[src/lbs_params.svh]
`ifndef LBS_PARAMS_SVH
`define LBS_PARAMS_SVH

// Structure of the serial register chain, interrupt and synchroniser widths
`define LBS_CHAIN_LEN 21
`define LBS_WORD_W 5
`define LBS_CHANNELS 4
`define LBS_STRAP_W 20
`define LBS_IRQ_W 6
`define LBS_SYNC_W 28

// Wishbone byte offsets
`define LBS_OFF_CTRL 8'h00
`define LBS_OFF_CHAIN 8'h04
`define LBS_OFF_BOOST 8'h08
`define LBS_OFF_DETECT 8'h0c
`define LBS_OFF_IRQ_STATUS 8'h10
`define LBS_OFF_IRQ_MASK 8'h14

// Field positions
`define LBS_CTRL_FREEZE_BIT 0
`define LBS_BOOST_SRC_BIT 20
`define LBS_IRQ_LOAD_BIT 0
`define LBS_IRQ_FALLBACK_BIT 1
`define LBS_IRQ_SIGLOSS_LSB 2

// Reset values
`define LBS_RST_CTRL 1'h0
`define LBS_RST_IRQ_MASK 6'h00
`define LBS_RST_IRQ_STATUS 6'h00
`define LBS_RST_CHAIN 21'h000000
`define LBS_RST_BOOST 20'h00000

`endif

[src/lbs_pkg.sv]
`include "lbs_params.svh"

package lbs_pkg;

  typedef logic [`LBS_WORD_W-1:0] lbs_level_t;

  // Bus handshake states, one-hot
  typedef enum logic [1:0] {
    BUS_IDLE = 2'b01,
    BUS_ACK = 2'b10
  } lbs_bus_e;

  typedef struct packed {
    lbs_bus_e bus;
    logic ack;
    logic [31:0] rdata;
    logic ctrl_freeze;
    logic [`LBS_IRQ_W-1:0] irq_status;
    logic [`LBS_IRQ_W-1:0] irq_mask;
    logic sclk_prev;
    logic en_n_prev;
    logic din_prev;
    logic applied_src;
    logic [`LBS_STRAP_W-1:0] applied;
    logic [`LBS_STRAP_W-1:0] boost;
    logic from_regs;
    logic [`LBS_CHANNELS-1:0] mute;
    logic [`LBS_CHANNELS-1:0] signal_absent_flag;
  } lbs_top_s;

  // Strap word {A, B[1:0], C[1:0]} to one of 18 levels; 2'b11 counts as high
  function automatic lbs_level_t lbs_strap_level(input logic [4:0] pins);
    logic [1:0] tb;
    logic [1:0] tc;
    logic [4:0] idx;
    lbs_level_t lvl;
    tb = (pins[3:2] == 2'b11) ? 2'b10 : pins[3:2];
    tc = (pins[1:0] == 2'b11) ? 2'b10 : pins[1:0];
    idx = (pins[4] ? 5'h09 : 5'h00) + ({3'h0, tb} * 5'h03) + {3'h0, tc};
    case (idx)
      5'h00: lvl = 5'h00;
      5'h01: lvl = 5'h02;
      5'h02: lvl = 5'h04;
      5'h03: lvl = 5'h06;
      5'h04: lvl = 5'h08;
      5'h05: lvl = 5'h0a;
      5'h06: lvl = 5'h0c;
      5'h07: lvl = 5'h0e;
      5'h08: lvl = 5'h0f;
      5'h09: lvl = 5'h10;
      5'h0a: lvl = 5'h11;
      5'h0b: lvl = 5'h13;
      5'h0c: lvl = 5'h15;
      5'h0d: lvl = 5'h17;
      5'h0e: lvl = 5'h18;
      5'h0f: lvl = 5'h1a;
      5'h10: lvl = 5'h1c;
      5'h11: lvl = 5'h1f;
      default: lvl = 5'h00;
    endcase
    return lvl;
  endfunction

endpackage

[src/lbs_lane_boost_select_ctrl.sv]
`timescale 1ns/10ps
`default_nettype none
`include "lbs_params.svh"

// Function
// - Mute a channel while its detector reports amplitude below threshold.
// - Signal-absent flag of each channel mirrors that channel's mute.
// - Boost is a static selected value; no adaptation, data cannot change it.
// - Serial registers give 32 levels per channel, strap pins only 18.
// - Strap pins form a three-digit word, A most significant, C least.
// - Serial data is sampled at each rising edge of the serial clock.
// - Serial output equals serial input delayed by 21 serial clocks.
// - Chain shifts only while the active-low shift enable is low.
// - Serial loading is allowed only while the mode input is high.
// - Mode low holds all registers at zero and selects strap pins.
// - Once register control is selected, serial values override straps.
// - Register 1 selects source: set uses register words, clear uses straps.
// - Registers 2-6, 7-11, 12-16, 17-21 are boost words of channels 1-4.
// - All 21 registers are zero after power-up, so straps apply.
// - Digit A has two states, B and C three; 18 combinations map to levels.
module lbs_lane_boost_select_ctrl (
  input wire logic CORE_CLK,
  input wire logic RST_B,
  input wire logic [7:0] WB_ADR_I,
  input wire logic [31:0] WB_DAT_I,
  output logic [31:0] WB_DAT_O,
  input wire logic [3:0] WB_SEL_I,
  input wire logic WB_WE_I,
  input wire logic WB_CYC_I,
  input wire logic WB_STB_I,
  output logic WB_ACK_O,
  output logic IRQ,
  input wire logic SERIAL_CLK,
  input wire logic SERIAL_IN,
  input wire logic SHIFT_ENABLE_N,
  input wire logic MODE_SELECT,
  input wire logic [`LBS_STRAP_W-1:0] BOOST_STRAP_PINS,
  input wire logic [`LBS_CHANNELS-1:0] DETECT_THRESHOLD_BELOW,
  output logic SERIAL_OUT,
  output logic [`LBS_STRAP_W-1:0] BOOST_LEVEL,
  output logic BOOST_FROM_REGS,
  output logic [`LBS_CHANNELS-1:0] MUTE,
  output logic [`LBS_CHANNELS-1:0] SIGNAL_ABSENT_FLAG
);

  lbs_pkg::lbs_top_s r;
  lbs_pkg::lbs_top_s next_r;

  logic [`LBS_SYNC_W-1:0] sync_q;
  logic sclk_s;
  logic din_s;
  logic en_n_s;
  logic mode_s;
  logic [`LBS_CHANNELS-1:0] det_s;
  logic [`LBS_STRAP_W-1:0] strap_s;
  logic [`LBS_CHAIN_LEN-1:0] chain;
  logic chain_out;
  logic sclk_rise;
  logic shift_ok;
  logic shift;
  logic en_rise;
  logic bus_req;
  logic [7:0] word_adr;
  logic [`LBS_IRQ_W-1:0] events;
  logic [`LBS_STRAP_W-1:0] strap_lvl;

  // Every pin from outside the core domain passes two flops together
  lbs_sync #(
    .WIDTH(`LBS_SYNC_W)
  ) u_sync (
    .clk(CORE_CLK),
    .rst_b(RST_B),
    .async_in({SERIAL_CLK, SERIAL_IN, SHIFT_ENABLE_N, MODE_SELECT,
               DETECT_THRESHOLD_BELOW, BOOST_STRAP_PINS}),
    .sync_out(sync_q)
  );

  assign sclk_s = sync_q[27];
  assign din_s = sync_q[26];
  assign en_n_s = sync_q[25];
  assign mode_s = sync_q[24];
  assign det_s = sync_q[23:20];
  assign strap_s = sync_q[19:0];

  // Serial clock edges found by the core clock; data taken one sample early
  // because the data hold time after the edge is shorter than a core cycle
  assign sclk_rise = sclk_s & ~r.sclk_prev;
  assign shift_ok = mode_s & ~en_n_s;
  assign shift = sclk_rise & shift_ok;
  assign en_rise = en_n_s & ~r.en_n_prev;

  lbs_shift_chain u_chain (
    .clk(CORE_CLK),
    .rst_b(RST_B),
    .clear(~mode_s),
    .shift(shift),
    .bit_in(r.din_prev),
    .chain(chain),
    .bit_out(chain_out)
  );

  // Strap decode per channel, fixed table so straps give 18 of 32 levels
  always_comb begin
    strap_lvl = '0;
    for (int k = 0; k < `LBS_CHANNELS; k++) begin
      strap_lvl[k*5 +: 5] = lbs_pkg::lbs_strap_level(strap_s[k*5 +: 5]);
    end
  end

  // Events: enable release in register mode (even when frozen), fallback to straps, signal lost per channel
  always_comb begin
    events = '0;
    events[`LBS_IRQ_LOAD_BIT] = en_rise & mode_s;
    events[`LBS_IRQ_FALLBACK_BIT] = ~mode_s & r.applied_src;
    events[`LBS_IRQ_SIGLOSS_LSB +: 4] = det_s & ~r.mute;
  end

  assign bus_req = WB_CYC_I & WB_STB_I;
  assign word_adr = {WB_ADR_I[7:2], 2'b00};

  // Next state of the whole block
  always_comb begin
    next_r = r;
    next_r.sclk_prev = sclk_s;
    next_r.en_n_prev = en_n_s;
    next_r.din_prev = din_s;
    // Apply chain only on enable release, never half-shifted contents
    if (!mode_s) begin
      next_r.applied_src = 1'b0;
      next_r.applied = `LBS_RST_BOOST;
    end else if (en_rise && !r.ctrl_freeze) begin
      next_r.applied_src = chain[0];
      next_r.applied = chain[`LBS_CHAIN_LEN-1:1];
    end
    // Static selection, no loop touches it
    for (int k = 0; k < `LBS_CHANNELS; k++) begin
      next_r.boost[k*5 +: 5] = r.applied_src ? r.applied[k*5 +: 5]
                                             : strap_lvl[k*5 +: 5];
    end
    next_r.from_regs = r.applied_src;
    next_r.mute = det_s;
    next_r.signal_absent_flag = det_s;
    // Sticky events; a new event wins over a clearing read
    next_r.irq_status = r.irq_status | events;
    case (r.bus)
      lbs_pkg::BUS_IDLE: begin
        next_r.ack = 1'b0;
        if (bus_req) begin
          next_r.bus = lbs_pkg::BUS_ACK;
          next_r.ack = 1'b1;
          next_r.rdata = 32'h00000000;
          if (WB_WE_I) begin
            if (word_adr == `LBS_OFF_CTRL && WB_SEL_I[0]) begin
              next_r.ctrl_freeze = WB_DAT_I[`LBS_CTRL_FREEZE_BIT];
            end
            if (word_adr == `LBS_OFF_IRQ_MASK && WB_SEL_I[0]) begin
              next_r.irq_mask = WB_DAT_I[`LBS_IRQ_W-1:0];
            end
          end else begin
            case (word_adr)
              `LBS_OFF_CTRL: next_r.rdata = {31'h00000000, r.ctrl_freeze};
              `LBS_OFF_CHAIN: next_r.rdata = {11'h000, chain};
              `LBS_OFF_BOOST: next_r.rdata = {11'h000, r.from_regs, r.boost};
              `LBS_OFF_DETECT: next_r.rdata = {28'h0000000, r.signal_absent_flag};
              `LBS_OFF_IRQ_STATUS: begin
                next_r.rdata = {26'h0000000, r.irq_status};
                next_r.irq_status = events;
              end
              `LBS_OFF_IRQ_MASK: next_r.rdata = {26'h0000000, r.irq_mask};
              default: next_r.rdata = 32'h00000000;
            endcase
          end
        end
      end
      lbs_pkg::BUS_ACK: begin
        // Ack lasts one cycle; master must drop cyc before the next request
        next_r.bus = lbs_pkg::BUS_IDLE;
        next_r.ack = 1'b0;
      end
      default: begin
        next_r.bus = lbs_pkg::BUS_IDLE;
        next_r.ack = 1'b0;
      end
    endcase
  end

  // State register, synchronous reset
  always_ff @(posedge CORE_CLK) begin
    if (!RST_B) begin
      r.bus <= lbs_pkg::BUS_IDLE;
      r.ack <= 1'b0;
      r.rdata <= 32'h00000000;
      r.ctrl_freeze <= `LBS_RST_CTRL;
      r.irq_status <= `LBS_RST_IRQ_STATUS;
      r.irq_mask <= `LBS_RST_IRQ_MASK;
      r.sclk_prev <= 1'b0;
      r.en_n_prev <= 1'b0;
      r.din_prev <= 1'b0;
      r.applied_src <= 1'b0;
      r.applied <= `LBS_RST_BOOST;
      r.boost <= `LBS_RST_BOOST;
      r.from_regs <= 1'b0;
      r.mute <= 4'h0;
      r.signal_absent_flag <= 4'h0;
    end else begin
      r <= next_r;
    end
  end

  // Outputs straight from flops except the interrupt, a level gated from status and mask
  assign WB_DAT_O = r.rdata;
  assign WB_ACK_O = r.ack;
  assign IRQ = |(r.irq_status & r.irq_mask);
  assign SERIAL_OUT = chain_out;
  assign BOOST_LEVEL = r.boost;
  assign BOOST_FROM_REGS = r.from_regs;
  assign MUTE = r.mute;
  assign SIGNAL_ABSENT_FLAG = r.signal_absent_flag;

  // Checks on the design's own outputs and internal state
  property p_mute_follows;
    @(posedge CORE_CLK) disable iff (!RST_B)
    ##1 MUTE == $past(det_s);
  endproperty
  a_mute_follows: assert property (p_mute_follows)
    else $error("mute does not follow detector");

  property p_flag_mirrors;
    @(posedge CORE_CLK) disable iff (!RST_B)
    SIGNAL_ABSENT_FLAG == MUTE;
  endproperty
  a_flag_mirrors: assert property (p_flag_mirrors)
    else $error("signal absent flag differs from mute");

  property p_shift_takes_bit;
    @(posedge CORE_CLK) disable iff (!RST_B)
    (sclk_rise && shift_ok) |=> chain[0] == $past(r.din_prev)
                                && chain[20:1] == $past(chain[19:0]);
  endproperty
  a_shift_takes_bit: assert property (p_shift_takes_bit)
    else $error("chain did not shift in sampled bit");

  property p_out_is_last;
    @(posedge CORE_CLK) disable iff (!RST_B)
    shift |=> SERIAL_OUT == $past(chain[19]);
  endproperty
  a_out_is_last: assert property (p_out_is_last)
    else $error("serial out is not stage 21");

  property p_hold_when_disabled;
    @(posedge CORE_CLK) disable iff (!RST_B)
    (mode_s && en_n_s) |=> $stable(chain);
  endproperty
  a_hold_when_disabled: assert property (p_hold_when_disabled)
    else $error("chain moved while shift enable high");

  property p_mode_low_clears;
    @(posedge CORE_CLK) disable iff (!RST_B)
    !mode_s |=> (chain == 21'h000000) ##1 !BOOST_FROM_REGS;
  endproperty
  a_mode_low_clears: assert property (p_mode_low_clears)
    else $error("mode low did not clear registers");

  property p_no_partial_apply;
    @(posedge CORE_CLK) disable iff (!RST_B)
    (mode_s && !en_n_s && $past(mode_s)) |=> $stable(r.applied);
  endproperty
  a_no_partial_apply: assert property (p_no_partial_apply)
    else $error("applied boost changed during shifting");

  property p_reg_source;
    @(posedge CORE_CLK) disable iff (!RST_B)
    $past(r.applied_src) |-> BOOST_LEVEL == $past(r.applied) && BOOST_FROM_REGS;
  endproperty
  a_reg_source: assert property (p_reg_source)
    else $error("register words not driving boost");

  property p_strap_source;
    @(posedge CORE_CLK) disable iff (!RST_B)
    !$past(r.applied_src) |-> BOOST_LEVEL == $past(strap_lvl);
  endproperty
  a_strap_source: assert property (p_strap_source)
    else $error("strap decode not driving boost");

  property p_ack_pulse;
    @(posedge CORE_CLK) disable iff (!RST_B)
    (bus_req && !WB_ACK_O && r.bus == lbs_pkg::BUS_IDLE) |=> WB_ACK_O ##1 !WB_ACK_O;
  endproperty
  a_ack_pulse: assert property (p_ack_pulse)
    else $error("bus ack not a one-cycle pulse");

  property p_irq_level;
    @(posedge CORE_CLK) disable iff (!RST_B)
    (|(events & r.irq_mask)) && !(bus_req && WB_WE_I) |=> IRQ;
  endproperty
  a_irq_level: assert property (p_irq_level)
    else $error("interrupt level wrong");

  // Main scenarios
  property p_cov_load;
    @(posedge CORE_CLK) disable iff (!RST_B)
    en_rise && mode_s && chain[0];
  endproperty
  c_cov_load: cover property (p_cov_load);

  property p_cov_fallback;
    @(posedge CORE_CLK) disable iff (!RST_B)
    BOOST_FROM_REGS ##1 !mode_s;
  endproperty
  c_cov_fallback: cover property (p_cov_fallback);

  property p_cov_los;
    @(posedge CORE_CLK) disable iff (!RST_B)
    $rose(SIGNAL_ABSENT_FLAG[0]);
  endproperty
  c_cov_los: cover property (p_cov_los);

endmodule // lbs_lane_boost_select_ctrl

`default_nettype wire

[src/lbs_sync.sv]
`timescale 1ns/10ps
`default_nettype none

// Two-stage synchroniser; only the second stage leaves the module
module lbs_sync #(
  parameter int WIDTH = 1
) (
  input wire logic clk,
  input wire logic rst_b,
  input wire logic [WIDTH-1:0] async_in,
  output logic [WIDTH-1:0] sync_out
);

  typedef struct packed {
    logic [WIDTH-1:0] s1;
    logic [WIDTH-1:0] s2;
  } lbs_sync_s;

  lbs_sync_s r;
  lbs_sync_s next_r;

  // Shift through both stages
  always_comb begin
    next_r.s1 = async_in;
    next_r.s2 = r.s1;
  end

  always_ff @(posedge clk) begin
    if (!rst_b) begin
      r <= '0;
    end else begin
      r <= next_r;
    end
  end

  assign sync_out = r.s2;

endmodule // lbs_sync

`default_nettype wire

[src/lbs_shift_chain.sv]
`timescale 1ns/10ps
`default_nettype none
`include "lbs_params.svh"

// 21-stage serial register chain; regs[0] is stage 1, regs[20] is stage 21
module lbs_shift_chain (
  input wire logic clk,
  input wire logic rst_b,
  input wire logic clear,
  input wire logic shift,
  input wire logic bit_in,
  output logic [`LBS_CHAIN_LEN-1:0] chain,
  output logic bit_out
);

  typedef struct packed {
    logic [`LBS_CHAIN_LEN-1:0] regs;
  } lbs_chain_s;

  lbs_chain_s r;
  lbs_chain_s next_r;

  // Clear dominates; otherwise one stage per accepted edge
  always_comb begin
    next_r = r;
    if (clear) begin
      next_r.regs = `LBS_RST_CHAIN;
    end else if (shift) begin
      next_r.regs = {r.regs[`LBS_CHAIN_LEN-2:0], bit_in};
    end
  end

  always_ff @(posedge clk) begin
    if (!rst_b) begin
      r <= `LBS_RST_CHAIN;
    end else begin
      r <= next_r;
    end
  end

  assign chain = r.regs;
  // Last stage echoes the input after 21 shifts
  assign bit_out = r.regs[`LBS_CHAIN_LEN-1];

endmodule // lbs_shift_chain

`default_nettype wire

[src/sim/lbs_host_model.sv]
`timescale 1ns/10ps
`default_nettype none

// Host side of the serial link; its clock stands low between frames
module lbs_host_model #(
  parameter int HALF_CYC = 4
) (
  input wire logic clk,
  output var logic sclk,
  output var logic sdata,
  output var logic shift_enable_n,
  output var logic mode
);
  // Strap-only setup until a test asks for serial loading
  initial begin
    sclk <= 1'b0;
    sdata <= 1'b0; // Pulled-down level when released
    shift_enable_n <= 1'b1;
    mode <= 1'b0;
  end

  // Half a link period in core cycles; 4 cycles give a 64 ns link clock
  task automatic half_wait(input int n);
    repeat (n) @(posedge clk);
  endtask

  // Enable edges kept half a period clear of any clock edge
  task automatic set_enable(input logic v);
    half_wait(HALF_CYC);
    shift_enable_n <= v;
    half_wait(HALF_CYC);
  endtask

  task automatic set_mode(input logic v);
    half_wait(HALF_CYC);
    mode <= v;
  endtask

  // bits[n-1] goes first, so bits[0] lands in register 1
  task automatic shift_bits(input logic [31:0] bits, input int n, input int half);
    for (int i = n - 1; i >= 0; i--) begin
      sdata <= bits[i];
      half_wait(half);
      sclk <= 1'b1;
      half_wait(half);
      sclk <= 1'b0;
    end
    sdata <= 1'b0;
  endtask

  // Pulses with moving data, meant for while the enable is high
  task automatic idle_pulses(input int n);
    for (int i = 0; i < n; i++) begin
      sdata <= ~sdata;
      half_wait(HALF_CYC);
      sclk <= 1'b1;
      half_wait(HALF_CYC);
      sclk <= 1'b0;
    end
    sdata <= 1'b0;
  endtask
endmodule // lbs_host_model

`default_nettype wire

[src/sim/tb.sv]
`timescale 1ns/10ps
`default_nettype none
`include "lbs_params.svh"

module tb;
  logic core_clk = 1'b0;
  logic rst_b = 1'b0;
  logic [7:0] wb_adr;
  logic [31:0] wb_dat_w;
  logic [31:0] wb_dat_r;
  logic [3:0] wb_sel;
  logic wb_we;
  logic wb_cyc;
  logic wb_stb;
  logic wb_ack;
  logic irq;
  logic sclk;
  logic sdin;
  logic shift_enable_n;
  logic mode;
  logic [19:0] straps;
  logic [3:0] det_below;
  logic sout;
  logic [19:0] boost;
  logic from_regs;
  logic [3:0] mute;
  logic [3:0] absent;
  logic [19:0] exp_lvl;
  logic [20:0] word_w = {5'h1d, 5'h14, 5'h0b, 5'h01, 1'b1};
  int error_cnt = 0;
  int n_tests = 0;
  logic [4:0] lvl_tab [18] = '{5'h00, 5'h02, 5'h04, 5'h06, 5'h08, 5'h0a, 5'h0c, 5'h0e,
    5'h0f, 5'h10, 5'h11, 5'h13, 5'h15, 5'h17, 5'h18, 5'h1a, 5'h1c, 5'h1f};

  // 125 MHz core clock
  always #4 core_clk = ~core_clk;

  lbs_lane_boost_select_ctrl lbs_lane_boost_select_ctrl_i (
    .CORE_CLK(core_clk), .RST_B(rst_b), .WB_ADR_I(wb_adr), .WB_DAT_I(wb_dat_w),
    .WB_DAT_O(wb_dat_r), .WB_SEL_I(wb_sel), .WB_WE_I(wb_we), .WB_CYC_I(wb_cyc),
    .WB_STB_I(wb_stb), .WB_ACK_O(wb_ack), .IRQ(irq), .SERIAL_CLK(sclk),
    .SERIAL_IN(sdin), .SHIFT_ENABLE_N(shift_enable_n), .MODE_SELECT(mode),
    .BOOST_STRAP_PINS(straps), .DETECT_THRESHOLD_BELOW(det_below), .SERIAL_OUT(sout),
    .BOOST_LEVEL(boost), .BOOST_FROM_REGS(from_regs), .MUTE(mute),
    .SIGNAL_ABSENT_FLAG(absent)
  );

  lbs_host_model lbs_host_model_i (
    .clk(core_clk), .sclk(sclk), .sdata(sdin), .shift_enable_n(shift_enable_n), .mode(mode)
  );

  task automatic check(input logic [31:0] seen, input logic [31:0] exp);
    n_tests++;
    if (seen !== exp) begin
      error_cnt++;
      $display("mismatch at %0t seen %h expected %h", $time, seen, exp);
    end
  endtask

  // One classic cycle; waits for ack without assuming its latency
  task automatic wb_cycle(input logic [7:0] a, input logic w, input logic [31:0] d,
                          output logic [31:0] q);
    @(posedge core_clk);
    wb_adr <= a;
    wb_we <= w;
    wb_dat_w <= d;
    wb_cyc <= 1'b1;
    wb_stb <= 1'b1;
    do begin
      @(posedge core_clk);
    end while (wb_ack !== 1'b1);
    q = wb_dat_r;
    wb_cyc <= 1'b0;
    wb_stb <= 1'b0;
    wb_we <= 1'b0;
  endtask

  task automatic wr(input logic [7:0] a, input logic [31:0] d);
    logic [31:0] q;
    wb_cycle(a, 1'b1, d, q);
  endtask

  task automatic rd_chk(input logic [7:0] a, input logic [31:0] exp);
    logic [31:0] q;
    wb_cycle(a, 1'b0, 32'h0, q);
    check(q, exp);
  endtask

  task automatic wait_clk(input int n);
    repeat (n) @(posedge core_clk);
  endtask

  // Frame in, then enable released so the words apply
  task automatic load_frame(input logic [20:0] w);
    lbs_host_model_i.set_enable(1'b0);
    lbs_host_model_i.shift_bits(32'(w), 21, 4);
    lbs_host_model_i.set_enable(1'b1);
    wait_clk(10);
  endtask

  task automatic wrap_up;
    $display("checks %0d mismatches %0d", n_tests, error_cnt);
    if (error_cnt == 0 && n_tests > 0) $display("STATUS OK");
    else $display("STATUS NOT OK");
    $finish;
  endtask

  // Strap digits as pin codes: A 0/1, B and C 00 low, 01 middle, 10 high
  function automatic logic [4:0] pins_of(input int i);
    return {i >= 9, 2'((i / 3) % 3), 2'(i % 3)};
  endfunction

  // Hang guard, generous against the few microseconds the tests need
  initial begin
    #60000;
    error_cnt++;
    wrap_up();
  end

  initial begin
    wb_adr <= 8'h00;
    wb_dat_w <= 32'h0;
    wb_sel <= 4'hf;
    wb_we <= 1'b0;
    wb_cyc <= 1'b0;
    wb_stb <= 1'b0;
    straps <= 20'h00000;
    det_below <= 4'h0;
    wait_clk(6);
    rst_b <= 1'b1;
    wait_clk(4);
    check(32'(boost), 32'h0);
    rd_chk(`LBS_OFF_CHAIN, 32'h0);
    rd_chk(`LBS_OFF_CTRL, 32'h0);
    rd_chk(`LBS_OFF_IRQ_MASK, 32'h0);
    wr(8'h1c, 32'hffffffff);
    rd_chk(8'h1c, 32'h0);
    wr(`LBS_OFF_IRQ_MASK, 32'h3f);
    rd_chk(`LBS_OFF_IRQ_MASK, 32'h3f);
    // Lane 0 disabled, so the write must not touch the mask
    wb_sel <= 4'he;
    wr(`LBS_OFF_IRQ_MASK, 32'h00);
    wb_sel <= 4'hf;
    rd_chk(`LBS_OFF_IRQ_MASK, 32'h3f);
    $display("test reset done");
    // Every strap combination, rotated so each channel differs
    for (int i = 0; i < 18; i++) begin
      for (int k = 0; k < 4; k++) begin
        straps[5*k +: 5] <= pins_of((i + k) % 18);
        exp_lvl[5*k +: 5] = lvl_tab[(i + k) % 18];
      end
      wait_clk(6);
      check(32'(boost), 32'(exp_lvl));
    end
    straps <= 20'hfffff;
    $display("test straps done");
    lbs_host_model_i.set_mode(1'b1);
    lbs_host_model_i.set_enable(1'b0);
    lbs_host_model_i.shift_bits(32'(word_w), 21, 4);
    wait_clk(10);
    check(32'(boost), 32'hfffff);
    check(32'(from_regs), 32'h0);
    check(32'(sout), 32'(word_w[20]));
    rd_chk(`LBS_OFF_CHAIN, 32'(word_w));
    lbs_host_model_i.set_enable(1'b1);
    wait_clk(10);
    check(32'(boost), 32'(word_w[20:1]));
    check(32'(from_regs), 32'h1);
    check(32'(irq), 32'h1);
    rd_chk(`LBS_OFF_BOOST, {11'h0, 1'b1, word_w[20:1]});
    rd_chk(`LBS_OFF_IRQ_STATUS, 32'h1);
    rd_chk(`LBS_OFF_IRQ_STATUS, 32'h0);
    check(32'(irq), 32'h0);
    // One more bit, then pulses with the enable high
    lbs_host_model_i.set_enable(1'b0);
    lbs_host_model_i.shift_bits(32'h0, 1, 4);
    wait_clk(10);
    check(32'(sout), 32'(word_w[19]));
    lbs_host_model_i.set_enable(1'b1);
    lbs_host_model_i.idle_pulses(3);
    wait_clk(10);
    rd_chk(`LBS_OFF_CHAIN, {11'h0, word_w[19:0], 1'b0});
    check(32'(from_regs), 32'h0);
    check(32'(boost), 32'hfffff);
    rd_chk(`LBS_OFF_IRQ_STATUS, 32'h1);
    $display("test serial done");
    // Frozen: a full frame with register 1 set must not reach the channels
    wr(`LBS_OFF_CTRL, 32'h1);
    rd_chk(`LBS_OFF_CTRL, 32'h1);
    load_frame(word_w);
    check(32'(from_regs), 32'h0);
    rd_chk(`LBS_OFF_IRQ_STATUS, 32'h1);
    wr(`LBS_OFF_CTRL, 32'h0);
    load_frame(word_w);
    rd_chk(`LBS_OFF_IRQ_STATUS, 32'h1);
    lbs_host_model_i.set_mode(1'b0);
    wait_clk(10);
    rd_chk(`LBS_OFF_CHAIN, 32'h0);
    check(32'(from_regs), 32'h0);
    check(32'(boost), 32'hfffff);
    rd_chk(`LBS_OFF_IRQ_STATUS, 32'h2);
    load_frame(word_w);
    rd_chk(`LBS_OFF_CHAIN, 32'h0);
    rd_chk(`LBS_OFF_IRQ_STATUS, 32'h0);
    $display("test mode done");
    det_below <= 4'h5;
    wait_clk(6);
    check(32'(mute), 32'h5);
    check(32'(absent), 32'h5);
    check(32'(irq), 32'h1);
    rd_chk(`LBS_OFF_DETECT, 32'h5);
    rd_chk(`LBS_OFF_IRQ_STATUS, 32'h14);
    wr(`LBS_OFF_IRQ_MASK, 32'h01);
    det_below <= 4'h8;
    wait_clk(6);
    check(32'(mute), 32'h8);
    check(32'(irq), 32'h0);
    rd_chk(`LBS_OFF_IRQ_STATUS, 32'h20);
    det_below <= 4'h0;
    wait_clk(6);
    check(32'(absent), 32'h0);
    $display("test detector done");
    wrap_up();
  end
endmodule // tb

`default_nettype wire
[config.mk]
export PLATFORM = sky130hd
export DESIGN_NAME = lbs_lane_boost_select_ctrl
export DESIGN_NICKNAME = d
export VERILOG_FILES = /design/src/lbs_pkg.sv /design/src/lbs_lane_boost_select_ctrl.sv /design/src/lbs_sync.sv /design/src/lbs_shift_chain.sv /design/src/sim/lbs_host_model.sv /design/src/sim/tb.sv
export VERILOG_INCLUDE_DIRS = /design/src /design/src/src
export SDC_FILE = /design/constraint.sdc
export NUM_CORES = 1
export LEC_CHECK = 0
export ABC_CLOCK_PERIOD_IN_PS = 3000
export BUFFER_PORTS_ARGS = -buffer_cell sky130_fd_sc_hd__buf_2
export CAP_MARGIN = 20
export CORE_MARGIN = 1.5
export CORE_UTILIZATION = 50
export CTS_CLUSTER_DIAMETER = 120
export DETAILED_ROUTE_END_ITERATION = 12
export PLACE_DENSITY = 0.73
export RECOVER_POWER = 50
export SYNTH_ARGS = -nofsm -noshare
export SYNTH_HDL_FRONTEND = slang
export SYNTH_HIERARCHICAL = 1
export SYNTH_SLANG_ARGS = --single-unit
[constraint.sdc]
create_clock -name CORE_CLK -period 3 [get_ports CORE_CLK]
set_input_delay 0.15 -clock CORE_CLK [delete_from_list [all_inputs] [get_ports CORE_CLK]]
set_output_delay 0.15 -clock CORE_CLK [all_outputs]
set_load 0.02 [all_outputs]
==> impl_metrics.toml <==
[route]
postRouteWirelength_um = 16550
routedWlPerCell_um = 14.67
drt_first_pass_iters = 5
drc = 0
ant_nets = 0
drt_iter0_markers = 459
vias = 5889
vias_per_cell = 5.221

[timing]
fin_ws_ns = 0.1991
slew_headroom_pct = 10.39
post-route-min-period_ns = 2.801
rsz0062_at_grt = "false"
timing.fmax_ghz = 0.3570
period_share_pct = 93.36
maxSlewViolCount = 0
worst_pin_slew_ns = 1.344
fin_setup_tns_ns = 0
finalSetupViolCount = 0
hold_viol_final = 0
fin_worst_skew_ns = 0.008129

[finish]
n_antenna_cell = 0
areaGrowthSynthToFinish_pct = 12.35
drive_gt1_share_pct = 11.60
fin_nets = 1041

[clock_tree]
cts_resized = 0
clock_latency_ns = 0.42
clock-sinks = 163
post_cts_buffers = 0
cts.path.max_buffers = 2
holdBufCountCts = 34
root_buffer = "clkbuf_16"
cts_tree = "yes"
clk_pin_slew_ns = 0.06
htreeDepth = 4
cts_buffers = 17

[grt]
grt_pass1_wl_um = 26480
overflow = 0
antenna_found_initial = 0
grt_max_degree = 51
grt.total_usage_pct = 20.57
grt_pass1_vias = 5504

[logic_synthesis]
synthFlopType = "dfxtp_1"
yosysTopAreaCellShare_pct = 41.98
synth_cell_types = 63
async_flop_share_pct = 0
synth_seq_area_share_pct = 41.98
synth_edf_count = 0
syn_area_um2 = 7772
synth_area_leader_cell = "dfxtp_1"
postSynthAreaPerCell_um2 = 8.893
yosysWarningCount = 6
yosysMostFrequentCell = "dfxtp_1"
synth_common_cells = "dfxtp_1, nand2_1, and2_1, buf_4, nor2_1"
ys_seq_elements = 163
yosys-top-cells-area = "dfxtp_1, and2_1, buf_4, ha_1, mux2i_1"
syn_inst = 874

[floorplan]
die_x_um = 127.7
die_y_um = 127.7
initial_core_util_pct = 51.13
ios = 141
rows = 45
core_area_um2 = 15200
fp.dieArea_um2 = 16300

[power]
power_density_nw_per_um2 = 560.9
p_seq_share_pct = 46.2
p_sw_share_pct = 22.82
p_switching_w = 0.001118
clockPowerShare_pct = 44.9
vdd_drop_max_v = 0.0004869
p_leak_nw = 3.436
p_int_w = 0.003780
power_frac_comb_pct = 8.9

[setup_path]
critPathMaxFanout = 6
critPathLaunchType = "flop"
cp.required_ns = 3.27
crit_arrival_ns = 3.07
reg2reg_depth = 9
endpoint_kind = "flop"
crit_type = "reg -> reg"

[place]
portBuffers = 98
place.detailed.hpwl_um = 11120
place.gp.congestion = 0.8754
place_ws_ns = 0.2161

[min_path]
hold_path_class = "in -> reg"
hold_depth = 3

[status]
outcome = "finished clean"

[run]
maxCapViolCount = 0
cell type report:
class                      count  area (µm²)
inverter                      22       82.58
clock buffer                  23       478.0
clock inverter                 8       125.1
sequential                   163        3263
timing repair buffer         143       852.1
fill                        1360        6470
multi-input combinational    581        3696
tap                          188       235.2
final timing paths:
check / startpoint / end / slack [ns]
min: RST_B / WB_DAT_O[3] / 0.31
max: u_sync/sync_out[18] / BOOST_LEVEL[17] / 0.20
max reg2reg: u_sync/sync_out[18] / BOOST_LEVEL[17] / 0.20
min reg2reg: u_sync/next_r[15] / u_sync/sync_out[15] / 0.43
power groups by stage:
stage                     clock network [W]  logic [W]  registers [W]
after floorplan                           0   0.000344        0.00229
after global placement                    0   0.000398        0.00231
after detailed placement                  0   0.000403        0.00231
after CTS                           0.00223   0.000439        0.00226
after global routing                0.00233   0.000487        0.00227
final                               0.00220   0.000436        0.00226
flip-flops by register name (all words and copies together) (netlist names):
register            count
WB_DAT_O               21
u_chain/chain          21
r                      38
BOOST_FROM_REGS         1
BOOST_LEVEL            20
next_r                  1
SIGNAL_ABSENT_FLAG      4
u_sync/next_r          28
u_sync/sync_out        28
WB_ACK_O                1
metrics by stage:
step	total power (W)	util, %	std cells	area, µm²	hold slack [ns]
2_1_floorplan	0.002635	-	884	7810	0.2717
3_3_place_gp	0.002706	51.64	1063	7850	0.3561
3_5_place_dp	0.002712	51.64	1063	7850	0.3511
4_1_cts	0.004931	57.84	1128	8793	0.2941
5_1_grt	0.005080	57.44	1128	8732	0.3388
6_report	0.004897	57.44	1128	8732	0.3133
cells in the final DEF (no fill, tap or decap), drive strengths merged, types with 3 or more instances in the layout:
master       synthesis  final
and3                 3      3
a31oi                9      9
bufinv               0      3
dlygate4sd3          0     34
or3b                 3      3
buf                 81     64
o21ai               55     55
mux2i               38     38
xor2                 5      5
conb                 1     11
o211ai               5      5
clkbuf              37     68
a21oi               49     49
nand2b               7      7
nand3                7      7
a22oi               18     18
nand3b               3      3
dfxtp              163    163
and2                80     80
clkinv               1      4
nor3b                4      4
a22o                 3      3
fa                   4      4
nor2                58     58
a211oi               4      4
inv                 21     22
o211a                4      4
xnor2                5      5
nor3                13     13
ha                  32     32
nand2               98     98
or2                  5      5
a221oi               3      3
nand4                6      6
a21o                 7      7
nor2b               10     10
a32oi                6      6
kinds of logic after synthesis:
group,share of synthesized area [%]
flops,41.98
mux,4.894
xor+xnor,1.223
buf+inv,11.03
other cells,0.04825
fa+ha+maj,6.182
simple gates,19.82
compound gates,14.83
metal layers:
metal | vias up | share of wire (%) | GRT usage [%]
met1 | 2675 | 46 | 27.03
met5 | - | 0 | 0
met3 | 25 | 6.3 | 5.217
met2 | 189 | 46 | 32.85
li1 | 3000 | - | -
met4 | 0 | 2.1 | 7.601
worst max-delay path, cell delays in order (launching register included):
cell and delay [ns]:
dfxtp_1 0.32, or2_2 0.29, ha_1 0.32, fa_1 0.66
inv_1 0.13, ha_1 0.29, a32oi_1 0.22, o31ai_1 0.09
o21ai_0 0.21, a31oi_1 0.12
Power figures use the tool's default switching activity.
